[config.mk]
export PLATFORM = sky130hd
export DESIGN_NAME = gfc_top
export DESIGN_NICKNAME = d
export VERILOG_FILES = /design/src/logic/gfc_pkg.sv /design/src/logic/gfc_sig_if.sv /design/src/logic/gfc_pin_sync.sv /design/src/logic/gfc_top.sv
export VERILOG_INCLUDE_DIRS = /design/src /design/src/logic
export SDC_FILE = /design/constraint.sdc
export NUM_CORES = 1
export LEC_CHECK = 0
export ABC_AREA = 1
export BUFFER_PORTS_ARGS = -buffer_cell sky130_fd_sc_hd__buf_2
export CAP_MARGIN = 20
export CORE_MARGIN = 5
export CORE_UTILIZATION = 50
export CTS_CLUSTER_SIZE = 25
export DETAILED_ROUTE_END_ITERATION = 16
export PLACE_DENSITY = 0.76
export SLEW_MARGIN = 20
export SYNTH_ARGS = -nofsm -noshare
export SYNTH_HDL_FRONTEND = slang
export SYNTH_SLANG_ARGS = --single-unit
[constraint.sdc]
create_clock -name CLK -period 1.6 [get_ports CLK]
set_clock_uncertainty 0.1 [all_clocks]
set_input_delay 0.16 -clock CLK [delete_from_list [all_inputs] [get_ports CLK]]
set_output_delay 0.16 -clock CLK [all_outputs]
set_load 0.1 [all_outputs]
[src/logic/gfc_params.svh]
// Constants of the gated frequency counter: offsets, fields, resets, times.
// Assumes a 10 MHz system clock; included by the package, gfc_top and the bench.
`ifndef GFC_PARAMS_SVH
`define GFC_PARAMS_SVH
`define GFC_OFF_CTRL    8'h00
`define GFC_OFF_STATUS  8'h04
`define GFC_OFF_COUNT   8'h08
`define GFC_OFF_MADDR   8'h0c
`define GFC_OFF_WAKE    8'h10
`define GFC_OFF_PORT    8'h14
`define GFC_CTRL_START  0
`define GFC_CTRL_STOP   1
`define GFC_CTRL_MANUAL 2
`define GFC_CTRL_GSEL   3
`define GFC_CTRL_CTSEL  5
`define GFC_CTRL_CLKSRC 6
`define GFC_ST_BUSY     0
`define GFC_ST_DONE     1
`define GFC_ST_TIMER    2
`define GFC_ST_OVF      3
`define GFC_CTRL_RST    8'h00
`define GFC_WAKE_RST    8'h00
`define GFC_MADDR_RST   9'h000
`define GFC_CLK_NS      100
`define GFC_GATE0_US    1000
`define GFC_GATE1_US    4000
`define GFC_GATE2_US    16000
`define GFC_GATE3_US    64000
`define GFC_US2CYC(us)  (((us) * 1000) / `GFC_CLK_NS)
`endif

[src/logic/gfc_pkg.sv]
// Types of the gated frequency counter.
// Assumes the constants header is on the include path.
`include "gfc_params.svh"
package gfc_pkg;
  typedef enum logic {GFC_IDLE, GFC_GATE} gfc_state_t;
  typedef enum logic [1:0] {GFC_CLK_FAST, GFC_CLK_75K, GFC_CLK_32K, GFC_CLK_RC} gfc_clksrc_t;
endpackage : gfc_pkg

[src/logic/gfc_sig_if.sv]
// Carrier between the pin conditioner and the counter core.
// Assumes both ends run on the same system clock.
`timescale 1ns/10ps
interface gfc_sig_if;
  logic rise;
  logic level;
  modport src (output rise, output level);
  modport dst (input rise, input level);
endinterface : gfc_sig_if

[src/logic/gfc_pin_sync.sv]
// Two-flop synchroniser and rising edge detector for the counter pin.
// Assumes the pin is asynchronous to CLK and slower than half of it.
`timescale 1ns/10ps
module gfc_pin_sync (
  input  wire logic CLK,
  input  wire logic ARST_N,
  input  wire logic pin,
  gfc_sig_if.src    sig
);
  logic meta;
  logic stable;
  logic prev;

  always_ff @(posedge CLK or negedge ARST_N) begin
    if (!ARST_N) begin
      meta   <= 1'b0;
      stable <= 1'b0;
      prev   <= 1'b0;
    end else begin
      meta   <= pin;
      stable <= meta;
      prev   <= stable;
    end
  end

  assign sig.level = stable;
  assign sig.rise  = stable & ~prev;
endmodule : gfc_pin_sync

[src/logic/gfc_top.sv]
// Gated 20-bit frequency counter with an APB register slave.
// Assumes a 10 MHz CLK; port pins arrive asynchronously.
`timescale 1ns/10ps
`include "gfc_params.svh"
module gfc_top
  import gfc_pkg::*;
#(
  parameter int CW      = 20,
  parameter int NPORT   = 8,
  parameter int GATE0   = `GFC_US2CYC(`GFC_GATE0_US),
  parameter int GATE1   = `GFC_US2CYC(`GFC_GATE1_US),
  parameter int GATE2   = `GFC_US2CYC(`GFC_GATE2_US),
  parameter int GATE3   = `GFC_US2CYC(`GFC_GATE3_US)
) (
  input  wire logic             CLK,
  input  wire logic             ARST_N,
  input  wire logic             PSEL,
  input  wire logic             PENABLE,
  input  wire logic             PWRITE,
  input  wire logic [7:0]       PADDR,
  input  wire logic [31:0]      PWDATA,
  output logic      [31:0]      PRDATA,
  output logic                  PREADY,
  output logic                  PSLVERR,
  input  wire logic             PORT_ONE_LINE_ZERO,
  input  wire logic [NPORT-1:0] PORT_ACTIVITY,
  output logic                  COUNTER_SELECT,
  output logic                  WAKE_REQ,
  output logic                  MEM_WE,
  output logic      [8:0]       MEM_ADDR,
  output logic      [CW-1:0]    MEM_WDATA
);
  gfc_sig_if sig ();
  gfc_state_t       state;
  logic [7:0]       ctrl;
  logic [8:0]       maddr;
  logic [NPORT-1:0] wake_en;
  logic [NPORT-1:0] act_meta;
  logic [NPORT-1:0] act_sync;
  logic [CW-1:0]    count;
  logic [19:0]      gate_left;
  logic             done;
  logic             ovf;
  logic             wr;
  logic             start;
  logic             stop;
  logic             timer_mode;
  logic             tick;
  logic             auto_end;
  logic             gate_end;

  gfc_pin_sync u_sync (
    .CLK    (CLK),
    .ARST_N (ARST_N),
    .pin    (PORT_ONE_LINE_ZERO),
    .sig    (sig)
  );

  function automatic logic [19:0] gate_cycles(input logic [1:0] sel);
    unique case (sel)
      2'h0: gate_cycles = 20'(GATE0);
      2'h1: gate_cycles = 20'(GATE1);
      2'h2: gate_cycles = 20'(GATE2);
      2'h3: gate_cycles = 20'(GATE3);
    endcase
  endfunction : gate_cycles

  function automatic logic hit(input logic [7:0] addr, input logic [7:0] off);
    hit = (addr == off);
  endfunction : hit

  // Writes land only at the completing access edge, as the bus demands.
  assign wr    = PSEL & PENABLE & PREADY & PWRITE;
  assign start = wr & hit(PADDR, `GFC_OFF_CTRL) & PWDATA[`GFC_CTRL_START];
  assign stop  = wr & hit(PADDR, `GFC_OFF_CTRL) & PWDATA[`GFC_CTRL_STOP];
  assign timer_mode = (ctrl[`GFC_CTRL_CLKSRC +: 2] == GFC_CLK_32K) |
                      (ctrl[`GFC_CTRL_CLKSRC +: 2] == GFC_CLK_RC);
  // Timer mode counts system clocks; pin edges above 5 MHz are lost by sampling.
  assign tick     = timer_mode ? 1'b1 : (sig.rise & ctrl[`GFC_CTRL_CTSEL]);
  assign auto_end = ~ctrl[`GFC_CTRL_MANUAL] & (gate_left == 20'h00001);
  assign gate_end = (state == GFC_GATE) & (auto_end | (ctrl[`GFC_CTRL_MANUAL] & stop));

  always_ff @(posedge CLK or negedge ARST_N) begin
    if (!ARST_N) begin
      ctrl    <= `GFC_CTRL_RST;
      maddr   <= `GFC_MADDR_RST;
      wake_en <= NPORT'(`GFC_WAKE_RST);
    end else if (wr) begin
      if (hit(PADDR, `GFC_OFF_CTRL)) begin
        ctrl <= {PWDATA[7:2], 2'b00};
      end
      if (hit(PADDR, `GFC_OFF_MADDR)) begin
        maddr <= PWDATA[8:0];
      end
      if (hit(PADDR, `GFC_OFF_WAKE)) begin
        wake_en <= PWDATA[NPORT-1:0];
      end
    end
  end

  always_ff @(posedge CLK or negedge ARST_N) begin
    if (!ARST_N) begin
      state     <= GFC_IDLE;
      gate_left <= 20'h00000;
    end else begin
      unique case (state)
        GFC_IDLE: begin
          if (start) begin
            state     <= GFC_GATE;
            gate_left <= gate_cycles(PWDATA[`GFC_CTRL_GSEL +: 2]);
          end
        end
        GFC_GATE: begin
          if (gate_end) begin
            state <= GFC_IDLE;
          end else if (gate_left != 20'h00000) begin
            gate_left <= gate_left - 20'h00001;
          end
        end
      endcase
    end
  end

  always_ff @(posedge CLK or negedge ARST_N) begin
    if (!ARST_N) begin
      count <= '0;
      ovf   <= 1'b0;
    end else if (state == GFC_IDLE && start) begin
      count <= '0;
      ovf   <= 1'b0;
    end else if (state == GFC_GATE && tick) begin
      count <= count + CW'(1);
      if (&count) begin
        ovf <= 1'b1;
      end
    end
  end

  // A closing gate sets done even if software clears it in the same cycle.
  always_ff @(posedge CLK or negedge ARST_N) begin
    if (!ARST_N) begin
      done <= 1'b0;
    end else if (gate_end) begin
      done <= 1'b1;
    end else if (wr && hit(PADDR, `GFC_OFF_STATUS) && PWDATA[`GFC_ST_DONE]) begin
      done <= 1'b0;
    end
  end

  // The final count is stored whole, one cycle after the gate closes.
  always_ff @(posedge CLK or negedge ARST_N) begin
    if (!ARST_N) begin
      MEM_WE    <= 1'b0;
      MEM_ADDR  <= 9'h000;
      MEM_WDATA <= '0;
    end else begin
      MEM_WE <= gate_end;
      if (gate_end) begin
        MEM_ADDR  <= maddr;
        MEM_WDATA <= (state == GFC_GATE && tick) ? count + CW'(1) : count;
      end
    end
  end

  always_ff @(posedge CLK or negedge ARST_N) begin
    if (!ARST_N) begin
      act_meta       <= '0;
      act_sync       <= '0;
      WAKE_REQ       <= 1'b0;
      COUNTER_SELECT <= 1'b0;
    end else begin
      act_meta       <= PORT_ACTIVITY;
      act_sync       <= act_meta;
      WAKE_REQ       <= |(act_sync & wake_en);
      COUNTER_SELECT <= ctrl[`GFC_CTRL_CTSEL];
    end
  end

  // Zero-wait slave: answer is registered in setup and shown in the access cycle.
  always_ff @(posedge CLK or negedge ARST_N) begin
    if (!ARST_N) begin
      PREADY  <= 1'b0;
      PSLVERR <= 1'b0;
      PRDATA  <= 32'h00000000;
    end else begin
      PREADY  <= PSEL & ~PENABLE;
      PSLVERR <= 1'b0;
      PRDATA  <= 32'h00000000;
      if (PSEL && !PENABLE) begin
        unique case (PADDR)
          `GFC_OFF_CTRL:   PRDATA <= {24'h000000, ctrl};
          `GFC_OFF_STATUS: PRDATA <= {28'h0000000, ovf, timer_mode, done, state == GFC_GATE};
          `GFC_OFF_COUNT:  PRDATA <= 32'(count);
          `GFC_OFF_MADDR:  PRDATA <= {23'h000000, maddr};
          `GFC_OFF_WAKE:   PRDATA <= 32'(wake_en);
          `GFC_OFF_PORT:   PRDATA <= {31'h00000000, sig.level};
          default:         PSLVERR <= 1'b1;
        endcase
      end
    end
  end
endmodule : gfc_top
# ---- Yosys cells after proc, flatten, opt, wreduce, memory -nomap -nowiden
# Cells that the tools add are included.
dict set report totals {
  out_inout_bits 66
  regBits 151
  inputBits 54
  word_cells 96
}
dict set report op_classes {
  mux 20
  n_addsub 2
  bitwise 19
  eq_ne 14
  reduce_logical 20
}
# operator count
set op_table {}
lappend op_table {{20-bit case mux with 6 select lines} 1}
lappend op_table {{20-bit 2-to-1 mux} 5}
lappend op_table {{20-bit case mux with 4 select lines} 1}
lappend op_table {{20-bit case mux with 2 select lines} 1}
lappend op_table {{32-bit 2-to-1 mux} 1}
lappend op_table {{20-bit by 1-bit adder with 20-bit output, second input constant} 1}
lappend op_table {{20-bit by 1-bit == test with 1-bit output, second input constant} 1}
lappend op_table {{20-bit AND reduction} 1}
lappend op_table {{20-bit nonzero test} 1}
lappend op_table {{20-bit by 1-bit subtractor with 20-bit output, second input constant} 1}
lappend op_table {{8-bit by 4-bit == test with 1-bit output, second input constant} 2}
lappend op_table {{8-bit by 5-bit == test with 1-bit output, second input constant} 2}
lappend op_table {{1-bit AND} 12}
lappend op_table {{1-bit 2-to-1 mux} 10}
lappend op_table {{8-bit AND} 1}
lappend op_table {{2-bit == test, second input constant} 4}
lappend op_table {{8-bit by 3-bit == test with 1-bit output, second input constant} 1}
lappend op_table {{8-bit logical NOT} 1}
lappend op_table {{2-bit AND reduction} 4}
lappend op_table {{8-bit OR reduction} 1}
lappend op_table {{2-bit nonzero test} 3}
lappend op_table {{6-bit OR reduction} 1}
lappend op_table {{1-bit logical AND} 5}
lappend op_table {{2-bit inequality test, second input constant} 2}
lappend op_table {{other kinds (8)} 12}

# ---- Logic depth before layout (Yosys ltp)
dict set report logic_depth {
  word_depth 10
  mapped_depth 12
  depth_no_buf 11
}

# ---- By module
# A second synthesis with hierarchy kept.
dict set report hier_totals {
  hier_cells 809
  area_unflattened_um2 6700.2
}
# module seq_area_each_um2 n_inst cells_per_inst area_per_inst_um2
set modules_own_cells {}
lappend modules_own_cells {gfc_top 3403.3 1 804 6615.1}
lappend modules_own_cells {gfc_pin_sync 75.1 1 5 85.1}

# ---- Least setup slack after synthesis
# Ideal clock, no wire load.
dict set report synth_timing {
  kind {register to register}
  from {register PREADY}
  to {register MEM_ADDR[0]}
  stages_incl_launch_ff 10
  required_ns 1.378
  period_less_slack_ns 2.230
  setup_ns 0.122
  setup_slack_ns -0.630
  n_path_buf 2
  arrival_time_ns 2.007
  path_cell_list {dfrtp_1 -> nand4_1 -> nor2_1 -> nand3_2 -> nand2_2 -> nand2_2 -> buf_6 -> buf_6 -> nand2_1 -> o21ai_2}
}
dict set report synth_via {
  elab_chain_cells 7
}
# element line_no
set synth_rtl {}
lappend synth_rtl {{start: declaration} gfc_top.sv:23} ;# output logic PREADY,
lappend synth_rtl {{start signal: assignment} gfc_top.sv:186} ;# PREADY <= PSEL & ~PENABLE;
lappend synth_rtl {{1-bit AND (2 in series)} gfc_top.sv:73} ;# assign wr = PSEL & PENABLE & PREADY & PWRITE;
lappend synth_rtl {{1-bit AND (2 in series)} gfc_top.sv:75} ;# assign stop = wr & hit(PADDR, `GFC_OFF_CTRL) & PWDATA[`GFC_CTRL_STOP];
lappend synth_rtl {{1-bit AND} gfc_top.sv:81} ;# assign gate_end = (state == GFC_GATE) & (auto_end | (ctrl[`GFC_CTRL_MANUAL] & stop));
lappend synth_rtl {{1-bit OR} gfc_top.sv:81}
lappend synth_rtl {{1-bit AND} gfc_top.sv:81}
lappend synth_rtl {{end signal: assignment} gfc_top.sv:159} ;# MEM_ADDR <= maddr;
lappend synth_rtl {{end: declaration} gfc_top.sv:30} ;# output logic [8:0] MEM_ADDR,
# No other way between the ends.
# A chain may end at the register's enable or synchronous reset.

# ---- Worst setup path after layout
dict set report layout_timing {
  from {register gate_left[11]}
  to {register gate_left[14]}
}
dict set report layout_via {
  elab_chain_cells 6
  word_cells_on_any_way 12
  classes_between {add/sub (1); eq/ne (3); mux (3); bitwise (3); reduce/logical (2)}
}
# element line_no
set layout_rtl {}
lappend layout_rtl {{start: declaration} gfc_top.sv:41} ;# logic [19:0] gate_left;
lappend layout_rtl {{start signal: assignment} gfc_top.sv:110} ;# gate_left <= gate_cycles(PWDATA[`GFC_CTRL_GSEL +: 2]);
lappend layout_rtl {{start signal: assignment} gfc_top.sv:117} ;# gate_left <= gate_left - 20'h00001;
lappend layout_rtl {{branches (longest 6 deep; another with 20-bit by 1-bit subtractor with 20-bit output)} n/a}
# Parallel ways; which one is timed is not known. The select of a mux whose other input is x is not followed.

==> impl_metrics.yaml <==
timing:
  setup_tns_ps: -8397
  slew_viol_final: 0
  rsz0062_at_grt: "true"
  hold_viol: 0
  fin_crit_sh_pct: 112.3
  fin_crit_ps: 1797
  final.setup.worst_slack_ps: -197.0
  finalSetupViolCount: 55
  max_freq_mhz: 556.5
power:
  p_sw_share_pct: 22.85
  cellLeakagePower_nw: 4.839
  p_int_w: 0.006668
  power.total_w: 0.008643
  seqPwrFrac_pct: 42.0
  combPwrFrac_pct: 8.3
  pwr_density_cell_nw_per_um2: 928.2
  p_sw_w: 0.001975
  pwr-share-clk_pct: 49.7
  peakVddDrop_v: 0.001028
logic_synthesis:
  synth.cell_area_um2: 6708
  ys_async_sr_fraction_pct: 100.0
  syn_inst: 810
  synth.yosys.seq_area_share_pct: 51.86
  synth-edff-count: 0
  synth_top_area_share_pct: 51.86
  synth_top_area_cell: "dfrtp_1"
  syn_area_per_cell_um2: 8.281
  synth-seq-cells: 139
  yosys-top-cells-area: "dfrtp_1 (52%), nand2_1 (14%), nor2_1 (5.0%)"
  ys_warn_count: 0
  synth.distinct_cells: 41
  synth_top_flop_cell: "dfrtp_1"
global_route:
  grt_start_max_net_pins: 55
  grt.met3_usage_pct: 4.869
  met2_usage_pct: 38.99
  grt_pass1_vias: 5999
  grt_busiest_layer: "met2"
  antenna_found_initial: 0
  use_met1_pct: 27.90
  overflow: 0
  grt_util_all_layers_pct: 22.67
  grt_pass1_wl_um: 28830
final_layout:
  num_antenna_cells: 0
  final_common_cell: "nand2_1"
  drive_gt1_share_pct: 32.98
  instances_no_fill: 1213
  nNetsFinal: 1088
  syn_to_final_growth_pct: 38.82
  mostFrequentLayoutCells: "nand2_1 (224), dfrtp_1 (133), buf_4 (96)"
worst_setup_path:
  critPathKind: "reg -> reg"
  worst-r2r-setup-slack_ps: -200
  worst-r2r-cell-count: 10
  start_kind: "flip-flop"
  r2r_start: "gate_left[11]$_DFFE_PN0P_"
  reg2reg_to: "gate_left[14]$_DFFE_PN0P_"
  cp.required_ps: 1860
  arrival_ps: 2060
  crit_start: "gate_left[11]$_DFFE_PN0P_"
  critPathMaxFanout: 6
  end_kind: "flip-flop"
drt:
  drcViolationCount: 0
  drtAntennaViolNets: 0
  dr.pass1.iters: 5
  wl_um: 18080
  vias_per_cell: 5.080
  drtIter0Drc: 483
  route.vias.total: 6162
  wl_per_cell_um: 14.90
placed_design:
  place_inst: 1152
  place_congestion: 0.9288
  dpl.hpwl_um: 12220
  numPortBuffers: 84
  dp_slack_ps: -155.8
worst_hold_path:
  whs_endpoint: "PREADY$_DFF_PN0_"
  min_path_type: "in -> reg"
  holdCritStartpoint: "PSEL"
  worstHoldPathCells: 4
floorplanning:
  die-area_um2: 15830
  core_area_um2: 13190
  start_util_pct: 50.85
  die_y_um: 125.8
  io_pins: 120
  die_x_um: 125.8
  row_count: 42
run_status:
  violations: "setup timing"
  outcome: "finished with violations"
clock_tree:
  path_clk_slew_ps: 60
  cts_max_level: 4
  cts-buffers-inserted: 17
  cts_tree: "yes"
  root_buffer: "clkbuf_16"
  clkLatencyLatePin_ps: 430
  clock_sinks: 139
  clk_path_buf_depth: 2
job:
  maxCapViolations: 0
[worst max-delay path: stages (launching register included)]
cell and delay (ps):
dfrtp_1 390, nor2_1 220, nand2_2 110, nor2_4 170, nand3_2 120, nand2_4 110, nand2_8 100, nand2_8 140
clkbuf_16 160, nand2_2 40, nand2_1 60
[worst max path at each step]
| stage | slack [ps] | end | depth (start not counted) |
|---|---|---|---|
| 2_1_floorplan | -210 | MEM_ADDR[0]$_DFFE_PN0P_ | 9 |
| 3_3_place_gp | -110 | count[10]$_DFF_PN0_ | 7 |
| 3_5_place_dp | -160 | MEM_WDATA[11]$_DFFE_PN0P_ | 10 |
| 4_1_cts | -50 | MEM_WDATA[6]$_DFFE_PN0P_ | 10 |
| 5_1_grt | -280 | gate_left[19]$_DFFE_PN0P_ | 10 |
| 6_report | -200 | gate_left[14]$_DFFE_PN0P_ | 10 |
[repair_timing]
action                                  in CTS  in global routing
buffers inserted                             3                  4
endpoints found under the setup margin      56                 77
gates resized for setup                     35                 70
pin swaps                                    5                 18
hold endpoints to repair                   167                  0
hold buffers                                20                  0
cloned                                       1                  2
[metal layers]
| metal | routed length [um] | vias to the layer above |
|---|---|---|
| li1 | - | 2983 |
| met1 | 7246 | 2939 |
| met2 | 9315 | 197 |
| met3 | 1054 | 43 |
| met4 | 460 | 0 |
| met5 | 0 | - |
[final cells by class]
cell class / count / area [um^2]
Inverter: 78 / 297.8
Sequential cell: 139 / 3488
Timing Repair Buffer: 217 / 1614
Clock inverter: 12 / 195.2
Clock buffer: 19 / 452.9
Multi-Input combinational cell: 572 / 3043
Tap cell: 176 / 220.2
Fill cell: 958 / 3879
[state kept, by name (all words and copies together), names as in the netlist, 6 cells and up]
name and flops:
MEM_ADDR 9, act_meta 8, wake_en 8, maddr 9
act_sync 8, ctrl 6, MEM_WDATA 20, count 20
gate_left 20, PRDATA 20
[kinds of logic after synthesis]
family | after synthesis | share of synthesized area (%)
compound gates | 96 | 8.245
other cells | 1 | 0.05591
flops | 139 | 51.86
fa+ha+maj | 9 | 1.679
mux | 1 | 0.1679
buf+inv | 110 | 7.965
simple gates | 437 | 27.81
xor+xnor | 17 | 2.220
[through the flow]
step / hold WS [ps] / cell area (um^2) / utilization [%]
3_3_place_gp: -32.25 / 8006 / 60.70
2_1_floorplan: -235.6 / 6770 / -
3_5_place_dp: -30.30 / 8006 / 60.70
4_1_cts: 3.931 / 8981 / 68.09
6_report: 1.616 / 9311 / 70.59
5_1_grt: 29.03 / 9311 / 70.59
[synthesized netlist by cell type (3+ instances only)]
library cell,count
nand2_1,251
dfrtp_1,139
nor2_1,90
inv_1,75
o21ai_0,41
nand3_1,40
a21oi_1,17
buf_4,15
nand4_1,15
xor2_1,14
nor3_1,12
o21ai_1,12
nand2_2,10
o21ai_2,10
ha_1,9
buf_6,8
nor2_2,7
o22ai_1,6
a21o_1,4
buf_2,4
clkbuf_1,4
xnor2_1,3
[power by group through the flow]
stage                     Clock, W  Combinational, W  Sequential, W
after CTS                  0.00434          0.000694        0.00362
final                      0.00430          0.000716        0.00363
after global placement           0          0.000632        0.00368
after detailed placement         0          0.000642        0.00368
after floorplan                  0          0.000335        0.00372
after global routing       0.00449          0.000788        0.00363
(Power assumes the default switching activity.)
